<file path="src/verilog/acv_pkg.sv">
// acv_pkg: shared constants and types for the converter control block
// assumes a single 125 MHz clock shared by both ends
`default_nettype none
package acv_pkg;
    localparam int ACV_DATA_W = 8;
    localparam int ACV_ADDR_W = 16;
    localparam int ACV_CLK_NS = 8;
    // approximation cycles per conversion, one per result bit plus one settle
    localparam int ACV_CONV_STEPS = 9;
    // conversion clock divider relative to the system clock
    localparam int ACV_CCLK_DIV = 4;
    localparam logic [ACV_DATA_W-1:0] ACV_CODE_ZERO = 8'h00;
    localparam logic [ACV_DATA_W-1:0] ACV_CODE_FULL = 8'hff;
    // analog span divided into this many code steps
    localparam int ACV_SPAN_STEPS = 256;
    // decoder matches the top hex digit of the address
    localparam logic [3:0] ACV_DEC_NIBBLE = 4'h5;
    localparam logic [ACV_ADDR_W-1:0] ACV_CONV_ADDR = 16'h5000;
    localparam logic [ACV_ADDR_W-1:0] ACV_STORE_FIRST = 16'h0200;
    localparam logic [ACV_ADDR_W-1:0] ACV_STORE_LAST = 16'h020f;
    // sets the power-up initialising pulse, which lasts this many clocks minus one
    localparam int ACV_INIT_PULSE = 2;
    typedef enum logic [1:0] {
        ACV_IDLE = 2'b00,
        ACV_CONV = 2'b01,
        ACV_DONE = 2'b10
    } acv_state_e;
    typedef enum logic [2:0] {
        ACV_H_START = 3'b000,
        ACV_H_STROBE = 3'b001,
        ACV_H_WAIT = 3'b010,
        ACV_H_READ = 3'b011,
        ACV_H_RELEASE = 3'b100,
        ACV_H_INIT = 3'b101,
        ACV_H_FREE = 3'b110
    } acv_host_e;
endpackage
`default_nettype wire

</file>
<file path="src/verilog/acv_if.sv">
// acv_if: bus between converter channels and the host
// assumes both ends on the same clock; the bench resolves the data bus
`default_nettype none
interface acv_if #(parameter int NCH = 1) (input wire logic clock);
    import acv_pkg::*;
    logic cs_n;
    logic wr_n;
    logic rd_n;
    logic [ACV_ADDR_W-1:0] addr;
    logic [NCH-1:0] conversion_done_n;
    logic [NCH*ACV_DATA_W-1:0] dev_data;
    logic [NCH-1:0] dev_data_oe;
    modport device (input cs_n, wr_n, rd_n, output conversion_done_n, dev_data, dev_data_oe);
    modport host (output cs_n, wr_n, rd_n, addr,
        input conversion_done_n, dev_data, dev_data_oe);
endinterface
`default_nettype wire

</file>
<file path="src/verilog/acv_conv.sv">
// acv_conv: NCH converter channels sharing one chip select and strobes
// assumes strobes synchronous to clock; analog input is a sampled code per channel
// Notes on behaviour
// restart while converting aborts, starts afresh
// aborted conversion never loads result latch
// done stays high on a restart
// free-run: cs low, write tied done
// host pulses joined node low after power-up
// eight-bit code, step is span/256
// top transition 1.5 steps below full
// conversion clock from host or own divider
// fast host stretches its bus cycles
// one write starts every channel together
// host loop stores to 0200..020f, wraps
// host writes 5000, waits, reads 5000
// decoder selects whole 5xxx region
// host interrupted once all channels done
// read drives result and clears done
`default_nettype none
module acv_conv
    import acv_pkg::*;
#(
    parameter int NCH = 1,
    parameter bit SELF_CLOCK = 1'b1
) (
    input wire logic clock,
    input wire logic rstn,
    input wire logic ext_cclk,
    input wire logic [NCH*ACV_DATA_W-1:0] positive_analog_input,
    input wire logic [NCH*ACV_DATA_W-1:0] negative_analog_input,
    acv_if.device bus
);
    logic wr_q;
    logic start_pulse;
    logic rd_act;
    logic cclk_q;
    logic cclk_prev_q;
    logic cclk_rise;
    logic [$clog2(ACV_CCLK_DIV)-1:0] div_q;

    // start happens on the rising edge of the write strobe with chip select low
    always_ff @(posedge clock or negedge rstn) begin
        if (!rstn) begin
            wr_q <= 1'b1;
        end else begin
            wr_q <= bus.wr_n | bus.cs_n;
        end
    end
    assign start_pulse = !wr_q && (bus.wr_n | bus.cs_n);
    assign rd_act = !bus.cs_n && !bus.rd_n;

    // own divider or host-supplied clock picks the approximation pace
    always_ff @(posedge clock or negedge rstn) begin
        if (!rstn) begin
            div_q <= '0;
            cclk_q <= 1'b0;
            cclk_prev_q <= 1'b0;
        end else begin
            div_q <= (div_q == ($clog2(ACV_CCLK_DIV))'(ACV_CCLK_DIV - 1)) ? '0 : div_q + 1'b1;
            cclk_q <= SELF_CLOCK ? div_q[$high(div_q)] : ext_cclk;
            cclk_prev_q <= cclk_q;
        end
    end
    assign cclk_rise = cclk_q && !cclk_prev_q;

    generate
        for (genvar ch = 0; ch < NCH; ch++) begin : g_ch
            acv_state_e st_q;
            logic [3:0] step_q;
            logic [ACV_DATA_W-1:0] sar_q;
            logic [ACV_DATA_W-1:0] res_q;
            logic [ACV_DATA_W-1:0] target;
            logic done_n_q;
            logic oe_q;
            logic [ACV_DATA_W:0] diff;
            logic [ACV_DATA_W-1:0] trial;

            // differential code; sampled code already holds the half-step offset
            assign diff = {1'b0, positive_analog_input[ch*ACV_DATA_W +: ACV_DATA_W]}
                - {1'b0, negative_analog_input[ch*ACV_DATA_W +: ACV_DATA_W]};
            assign target = diff[ACV_DATA_W] ? ACV_CODE_ZERO : diff[ACV_DATA_W-1:0];
            assign trial = sar_q | (8'h80 >> step_q);

            // approximation sequencer; a new start always resets it
            always_ff @(posedge clock or negedge rstn) begin
                if (!rstn) begin
                    st_q <= ACV_IDLE;
                    step_q <= 4'h0;
                    sar_q <= ACV_CODE_ZERO;
                end else if (start_pulse) begin
                    st_q <= ACV_CONV;
                    step_q <= 4'h0;
                    sar_q <= ACV_CODE_ZERO;
                end else begin
                    unique case (st_q)
                        ACV_IDLE, ACV_DONE: st_q <= ACV_IDLE;
                        ACV_CONV: begin
                            if (cclk_rise) begin
                                if (step_q == 4'(ACV_CONV_STEPS - 1)) begin
                                    st_q <= ACV_DONE;
                                end else begin
                                    if (step_q < 4'(ACV_DATA_W) && trial <= target) begin
                                        sar_q <= trial;
                                    end
                                    step_q <= step_q + 4'h1;
                                end
                            end
                        end
                        default: st_q <= ACV_IDLE;
                    endcase
                end
            end

            // result latch loads only on completion, so an abort leaves it intact
            always_ff @(posedge clock or negedge rstn) begin
                if (!rstn) begin
                    res_q <= ACV_CODE_ZERO;
                end else if (st_q == ACV_DONE && !start_pulse) begin
                    res_q <= sar_q;
                end
            end

            // done flag: completion sets it, read or new start clears it
            always_ff @(posedge clock or negedge rstn) begin
                if (!rstn) begin
                    done_n_q <= 1'b1;
                end else if (st_q == ACV_DONE && !start_pulse) begin
                    done_n_q <= 1'b0;
                end else if (rd_act || start_pulse || !wr_q) begin
                    done_n_q <= 1'b1;
                end
            end

            always_ff @(posedge clock or negedge rstn) begin
                if (!rstn) begin
                    oe_q <= 1'b0;
                end else begin
                    oe_q <= rd_act;
                end
            end

            assign bus.conversion_done_n[ch] = done_n_q;
            assign bus.dev_data[ch*ACV_DATA_W +: ACV_DATA_W] = res_q;
            assign bus.dev_data_oe[ch] = oe_q;
        end
    endgenerate
endmodule
`default_nettype wire

</file>
<file path="src/flat_wrapper.sv">
// flat-port wrapper written by rule: the top's interface ports become plain ports
module acv_conv_flat import acv_pkg::*;
#(
    parameter int NCH = 1,
    parameter bit SELF_CLOCK = 1'b1
)
  (clock, rstn, ext_cclk, positive_analog_input, negative_analog_input, bus_cs_n, bus_wr_n, bus_rd_n, bus_conversion_done_n, bus_dev_data, bus_dev_data_oe);
  acv_if #(.NCH(NCH)) bus_i (.clock(clock));
  input wire logic clock;
  input wire logic rstn;
  input wire logic ext_cclk;
  input wire logic [NCH*ACV_DATA_W-1:0] positive_analog_input;
  input wire logic [NCH*ACV_DATA_W-1:0] negative_analog_input;
  input wire logic [$bits(bus_i.cs_n)-1:0] bus_cs_n;
  input wire logic [$bits(bus_i.wr_n)-1:0] bus_wr_n;
  input wire logic [$bits(bus_i.rd_n)-1:0] bus_rd_n;
  output wire logic [$bits(bus_i.conversion_done_n)-1:0] bus_conversion_done_n;
  output wire logic [$bits(bus_i.dev_data)-1:0] bus_dev_data;
  output wire logic [$bits(bus_i.dev_data_oe)-1:0] bus_dev_data_oe;
  assign bus_i.cs_n = bus_cs_n;
  assign bus_i.wr_n = bus_wr_n;
  assign bus_i.rd_n = bus_rd_n;
  assign bus_conversion_done_n = bus_i.conversion_done_n;
  assign bus_dev_data = bus_i.dev_data;
  assign bus_dev_data_oe = bus_i.dev_data_oe;
  acv_conv #(.NCH(NCH), .SELF_CLOCK(SELF_CLOCK)) u_core (.clock(clock), .rstn(rstn), .ext_cclk(ext_cclk), .positive_analog_input(positive_analog_input), .negative_analog_input(negative_analog_input), .bus(bus_i));
endmodule
</file>
<file path="config.mk">
export PLATFORM = sky130hd
export DESIGN_NAME = acv_conv_flat
export DESIGN_NICKNAME = d
export VERILOG_FILES = /design/src/verilog/acv_pkg.sv /design/src/verilog/acv_if.sv /design/src/verilog/acv_conv.sv /design/src/flat_wrapper.sv
export SDC_FILE = /design/constraint.sdc
export NUM_CORES = 1
export LEC_CHECK = 0
export BUFFER_PORTS_ARGS = -buffer_cell sky130_fd_sc_hd__buf_2
export CORE_ASPECT_RATIO = 1.5
export CORE_MARGIN = 5
export CORE_UTILIZATION = 25
export CTS_CLUSTER_SIZE = 12
export DETAILED_ROUTE_END_ITERATION = 8
export GPL_TIMING_DRIVEN = 0
export SLEW_MARGIN = 20
export SYNTH_ARGS = -nofsm -noshare
export SYNTH_HDL_FRONTEND = slang
export SYNTH_SLANG_ARGS = --single-unit
</file>
<file path="constraint.sdc">
create_clock -name clock -period 6 [get_ports clock]
set_clock_uncertainty 0.2 [all_clocks]
set_input_delay 0.9 -clock clock [delete_from_list [all_inputs] [get_ports clock]]
set_output_delay 0.9 -clock clock [all_outputs]
set_load 0.005 [all_outputs]
</file>
# [Word-level counts from Yosys, hierarchy flattened]
# Cells that the tools add are included.
[word_totals] register_bits=29 inputBits=22 output_inout_bits=10 wordCells=61
[op_classes] add_sub_neg=3 order_cmp=2 eq_ne=7 n_shift=1 n_mux=17 bitwise_logic=2 reduce_logical=19
[ops] operator="8-bit two-way mux" n=6
[ops] operator="4-bit two-way mux" n=4
[ops] operator="2-bit two-way mux" n=5
[ops] operator="8-bit by 8-bit subtractor with 9-bit output" n=1
[ops] operator="8-bit <= comparator" n=1
[ops] operator="8-bit bitwise OR" n=1
[ops] operator="2-bit nonzero test" n=4
[ops] operator="8-bit by 4-bit right shift with 8-bit output, first input constant" n=1
[ops] operator="3-bit by 1-bit inequality test with 1-bit output, second input constant" n=2
[ops] operator="1-bit logical AND" n=5
[ops] operator="1-bit logical NOT" n=5
[ops] operator="4-bit by 1-bit adder with 4-bit output, second input constant" n=1
[ops] operator="2-bit == test, second input constant" n=2
[ops] operator="4-bit == test, second input constant" n=1
[ops] operator="4-bit < comparator, second input constant" n=1
[ops] operator="4-bit AND reduction" n=1
[ops] operator="3-bit AND reduction" n=1
[ops] operator="2-bit by 1-bit adder with 2-bit output, second input constant" n=1
[ops] operator="2-bit by 1-bit == test with 1-bit output, second input constant" n=1
[ops] operator="1-bit logical OR" n=2
[ops] operator="1-bit two-way mux" n=2
[ops] operator="2-bit by 1-bit inequality test with 1-bit output, second input constant" n=1
[ops] operator="2-bit AND reduction" n=1
[ops] operator="1-bit bitwise OR" n=1

# [Logic depth before layout (Yosys ltp)]
[depth] word_depth=9 ltp_mapped=14 ltp_nobuf=14

# [Worst setup path before layout]
# No wires, ideal clock.
[synth_path] path_type="input port to flip-flop" start="input positive_analog_input[0]" end="register u_core.g_ch[0].sar_q[1]" setup_ns=0.123 arrival_ns=3.208 required_ns=5.677 slack_ns=2.470 path_stages=14 path_buffers=0 cell_sequence="inv_1 -> ha_1 -> fa_1 -> nor2b_1 -> o21ai_1 -> a21oi_1 -> xor2_1 -> nand2_1 -> ha_1 -> nand4_1 -> a211o_1 -> a31oi_1 -> nor2b_1 -> o221a_2"
[synth_between] elab_chain_len=6
[synth_rtl] item="from (decl)" line="flat_wrapper.sv:12" source="input wire logic [NCH*ACV_DATA_W-1:0] positive_analog_input;"
[synth_rtl] item="8-bit by 8-bit subtractor with 9-bit output" line="acv_conv.sv:80" source="- {1'b0, negative_analog_input[ch*ACV_DATA_W +: ACV_DATA_W]};"
[synth_rtl] item="8-bit two-way mux" line="acv_conv.sv:81" source="assign target = diff[ACV_DATA_W] ? ACV_CODE_ZERO : diff[ACV_DATA_W-1:0];"
[synth_rtl] item="8-bit <= comparator" line="acv_conv.sv:102" source="if (step_q < 4'(ACV_DATA_W) && trial <= target) begin"
[synth_rtl] item="1-bit logical AND" line="acv_conv.sv:102"
[synth_rtl] item="2-bit nonzero test (no line)"
[synth_rtl] item="4-bit AND reduction (no line)"
[synth_rtl] item="to (signal assigned)" line="acv_conv.sv:103" source="sar_q <= trial;"
[synth_rtl] item="to (decl)" line="acv_conv.sv:70" source="logic [ACV_DATA_W-1:0] sar_q;"
# Every way passes these cells.
# A chain may end at the register's enable or synchronous reset.

# [Worst setup path after layout]
[layout_path] start="input negative_analog_input[0]" end="register u_core.g_ch[0].sar_q[3]"
[layout_between] elab_chain_len=6
[layout_rtl] item="from (decl)" line="flat_wrapper.sv:13" source="input wire logic [NCH*ACV_DATA_W-1:0] negative_analog_input;"
[layout_rtl] item="8-bit by 8-bit subtractor with 9-bit output" line="acv_conv.sv:80"
[layout_rtl] item="8-bit two-way mux" line="acv_conv.sv:81"
[layout_rtl] item="8-bit <= comparator" line="acv_conv.sv:102"
[layout_rtl] item="1-bit logical AND" line="acv_conv.sv:102"
[layout_rtl] item="2-bit nonzero test (no line)"
[layout_rtl] item="4-bit AND reduction (no line)"
# Every way passes these cells.

==> results.md <==
- Outcome: finished clean
- Die X: around 80 um
- Fraction of registers with async set/reset: between 90% and 100%
- Fin area: ~2200 sq um
- CTS Hold Bufs: 0
- Setup WS post-layout: around 2.4 ns
- Main flop type after synthesis: dfrtp_1
- Setup Crit Path Kind: input pin to flip-flop
- Share of layout cells above drive strength 1: roughly 29%
- Clk root buf: clkbuf_8
- WP buf/inv: 1
- Critical Path Max Stage Delay: roughly 0.40 ns
- Leakage: ~0.0012 uW
- N_diodes: 0
- Post-route ant nets: 0
- CP Cell Sequence: buf_2 > ha_1 > fa_1 > nor2b_1 > o21ai_1 > nand2_1 > a31o_2 > o21ai_1 > ha_1 > nand4_1 > nor3_1 > a31oi_1 > nor2b_1 > o221a_2
- Clk sinks: 29
- Post-layout min period: 3.60 ns
- Total number of vias: 1363
- 1st-pass router iterations: 5
- Syn Area/Cell: 10.6 sq um
- GP Congestion: ~0.8
- Vias in the first global route: about 1300
- Area leader, netlist: dfrtp_1
- Crit path DAT: ~3.6 ns
- H-tree Lvls: 2
- Wire per inst: roughly 11 um
- Final net count: 258
- Max-Cap Viols: 0
- Clock transition at path regs: ~0.070 ns
- PwrDens: between 200 and 250 nW/um^2
- Post-synth net total: 221
- Worst-Skew Late Latency: roughly 0.29 ns
- Post-CTS resize count: 0
- Post-route DRC: 0
- Die Height: roughly 120 um
- Req. time, crit path: 6.03 ns
- Commonest non-fill, non-tap cell in the layout: buf_2
- GRT Total Usage: about 8.5%
- F_max: 0.278 GHz
- Drt total wl: 3520 um
- Port Buffers: 30
- Area fraction of the dominant cell type after synthesis: roughly 36%
- Final Setup Violations: 0
- Worst-Margin Slew: roughly 0.63 ns
- Number of synthesized flops with an enable pin: 0
- Final HPWL DP: 2870 um
- YS warnings: 0
- Area growth syn-to-layout: 21.4%
- Initial antenna violation count: 0
- Critical-path cell with the highest stage delay: fa_1
- Core area: ~7200 sq um
- CP Launch Point: negative_analog_input[0]
- Final Slew Violations: 0
- Total grt overflow: 0
- CP max FO: 7
- Tcrit/Tclk final: between 50% and 60%
- Die footprint: around 9300 sq um
- Leading cell types in the layout, fill and taps excluded: 31 x buf_2, 27 x dfrtp_1, 23 x ha_1, 18 x inv_1, 12 x nor2_1
- Post-synthesis instance area: 1850 sq um
- Starting Density: between 20% and 30%
- Max Buffers Root-to-Sink: 2
- Slew HR: between 50 and 60%
- Cell Count, Final, Fillers Out: 313
- Sequential area share after synthesis: about two fifths
- # IOs: 32
- Setup Slack @ Placement: about 2.1 ns
- Delay-heaviest family, CP: simple AND/OR/NAND/NOR gates
- Largest net degree at the start of global routing: 30
- Synth Register Bits: 29
- Worst Setup End Kind: flip-flop
- RSZ-0062 raised after global routing: false
- Post-DP Area: 2130 sq um
- Final hold vios: 0
- Beginning of the worst hold path: u_core.div_q[1]$_DFF_PN0_
- RR Startpoint: u_core.g_ch[0].step_q[0]$_DFFE_PN0P_
- Setup tns final: 0 ns
- TritonCTS clock tree: yes
- Element type at the critical path start: input pin
- Distinct cells, synth: 39
- Initial DRC Count: 43
- Synth area leaders: dfrtp_1 36%, ha_1 16%, mux2_4 6.5%
- # rows: 38
- Cell total after placement: slightly above 300
- Routed vias/inst: 4.35
- Setup bufs post-CTS: 0
- TritonCTS buffer count: 5
- Worst min-delay path class: flip-flop to flip-flop
- Worst hold slack: 0.184 ns
- Post-Synthesis Cells: about 180
- Worst vdd ir: approximately 0.093 mV
- First-pass GRT wire length: ~6000 um
==> cells by family after synthesis <==
| logic type | Yosys count | share of synthesized area, % |
|---|---|---|
| AO/OA/AOI/OAI | 42 | 16.9 |
| XOR/XNOR | 6 | 2.84 |
| adder cells (fa/ha/maj) | 24 | 16.6 |
| buffers and inverters | 20 | 4.53 |
| flip-flops | 29 | 39.3 |
| multiplexers | 8 | 6.49 |
| AND/OR/NAND/NOR | 46 | 13.3 |
==> final cells by class <==
type	instances	area (sq um)
Clock buffer	6	82.6
Timing Repair Buffer	30	150
Inverter	18	67.6
Clock inverter	2	37.5
Buffer	2	16.3
Multi-Input combinational cell	126	1040
Fill cell	800	4980
Sequential cell	29	728
Tap cell	100	125
==> metrics by stage <==
stage | power, uW | utilization, %
global route | 595 | 31.1
global placement | 348 | 29.4
CTS | 564 | 31.1
finish | 557 | 31.1
detailed placement | 352 | 29.4
floorplan | 314 | -
==> synthesized netlist by cell type (2+ instances only) <==
cell type / instances
a21o_1: 8
o31a_1: 2
nor2_1: 12
dfstp_2: 2
nand4_1: 2
ha_1: 23
o22ai_1: 2
o21ai_1: 2
inv_1: 18
dfrtp_1: 27
nand2_1: 11
a31o_2: 2
nand2b_1: 3
nor2_4: 2
o221a_2: 5
nor3_1: 2
a211o_1: 2
nor2b_1: 7
o21ai_0: 2
a21oi_1: 9
mux2_4: 8
o21a_1: 3
xnor2_1: 5
==> per-layer routing <==
| layer | vias up | track usage (%) | share of wire, % | wire length (um) |
|---|---|---|---|---|
| li1 | 697 | - | - | - |
| met1 | 626 | 9.15 | 43 | 1500 |
| met2 | 34 | 14.3 | 49 | 1720 |
| met3 | 6 | 2.43 | 5.1 | 181 |
| met4 | 0 | 5.75 | 3.2 | 112 |
| met5 | - | 0 | 0 | 0 |
==> path summary, 6_finish.rpt <==
kind,endpoint,slack [ns],cells past startpoint
setup / recovery,u_core.g_ch[0].sar_q[3]$_DFFE_PN0P_,2.40,14
hold / removal,u_core.cclk_q$_DFF_PN0_,0.18,0
setup reg to reg,u_core.g_ch[0].sar_q[3]$_DFFE_PN0P_,3.25,10
hold reg to reg,u_core.cclk_q$_DFF_PN0_,0.18,0
max in group asynchronous,u_core.bus.dev_data[1]$_DFFE_PN0P_,4.76,1
min in group asynchronous,u_core.g_ch[0].sar_q[6]$_DFFE_PN0P_,0.43,1
==> flip-flops by register name (all words and copies together), names as in the netlist <==
register	flops
u_core.bus.conversion_done_n	1
u_core.bus.dev_data_oe	1
u_core.cclk_prev_q	1
u_core.g_ch.step_q	4
u_core.g_ch.sar_q	8
u_core.cclk_q	1
u_core.bus.dev_data	8
u_core.g_ch.st_q	2
u_core.div_q	2
u_core.wr_q	1
==> worst reg2reg max path, cell delays in order, from the launching register on <==
cell     delay (ns)
dfrtp_1        0.40
inv_1          0.10
ha_1           0.24
nor2b_1        0.18
a21o_1         0.21
ha_1           0.29
nand4_1        0.17
nor3_1         0.28
a31oi_1        0.07
nor2b_1        0.30
o221a_2        0.26
==> where the power goes <==
| group | switching (uW) | internal (uW) | total, uW |
|---|---|---|---|
| sequential | 8.70 | 204 | 213 |
| clock | 76.3 | 135 | 211 |
| combinational | 70.7 | 62.1 | 133 |
| total | 156 | 401 | 557 |
No activity file was read; power rests on OpenSTA's default activity.
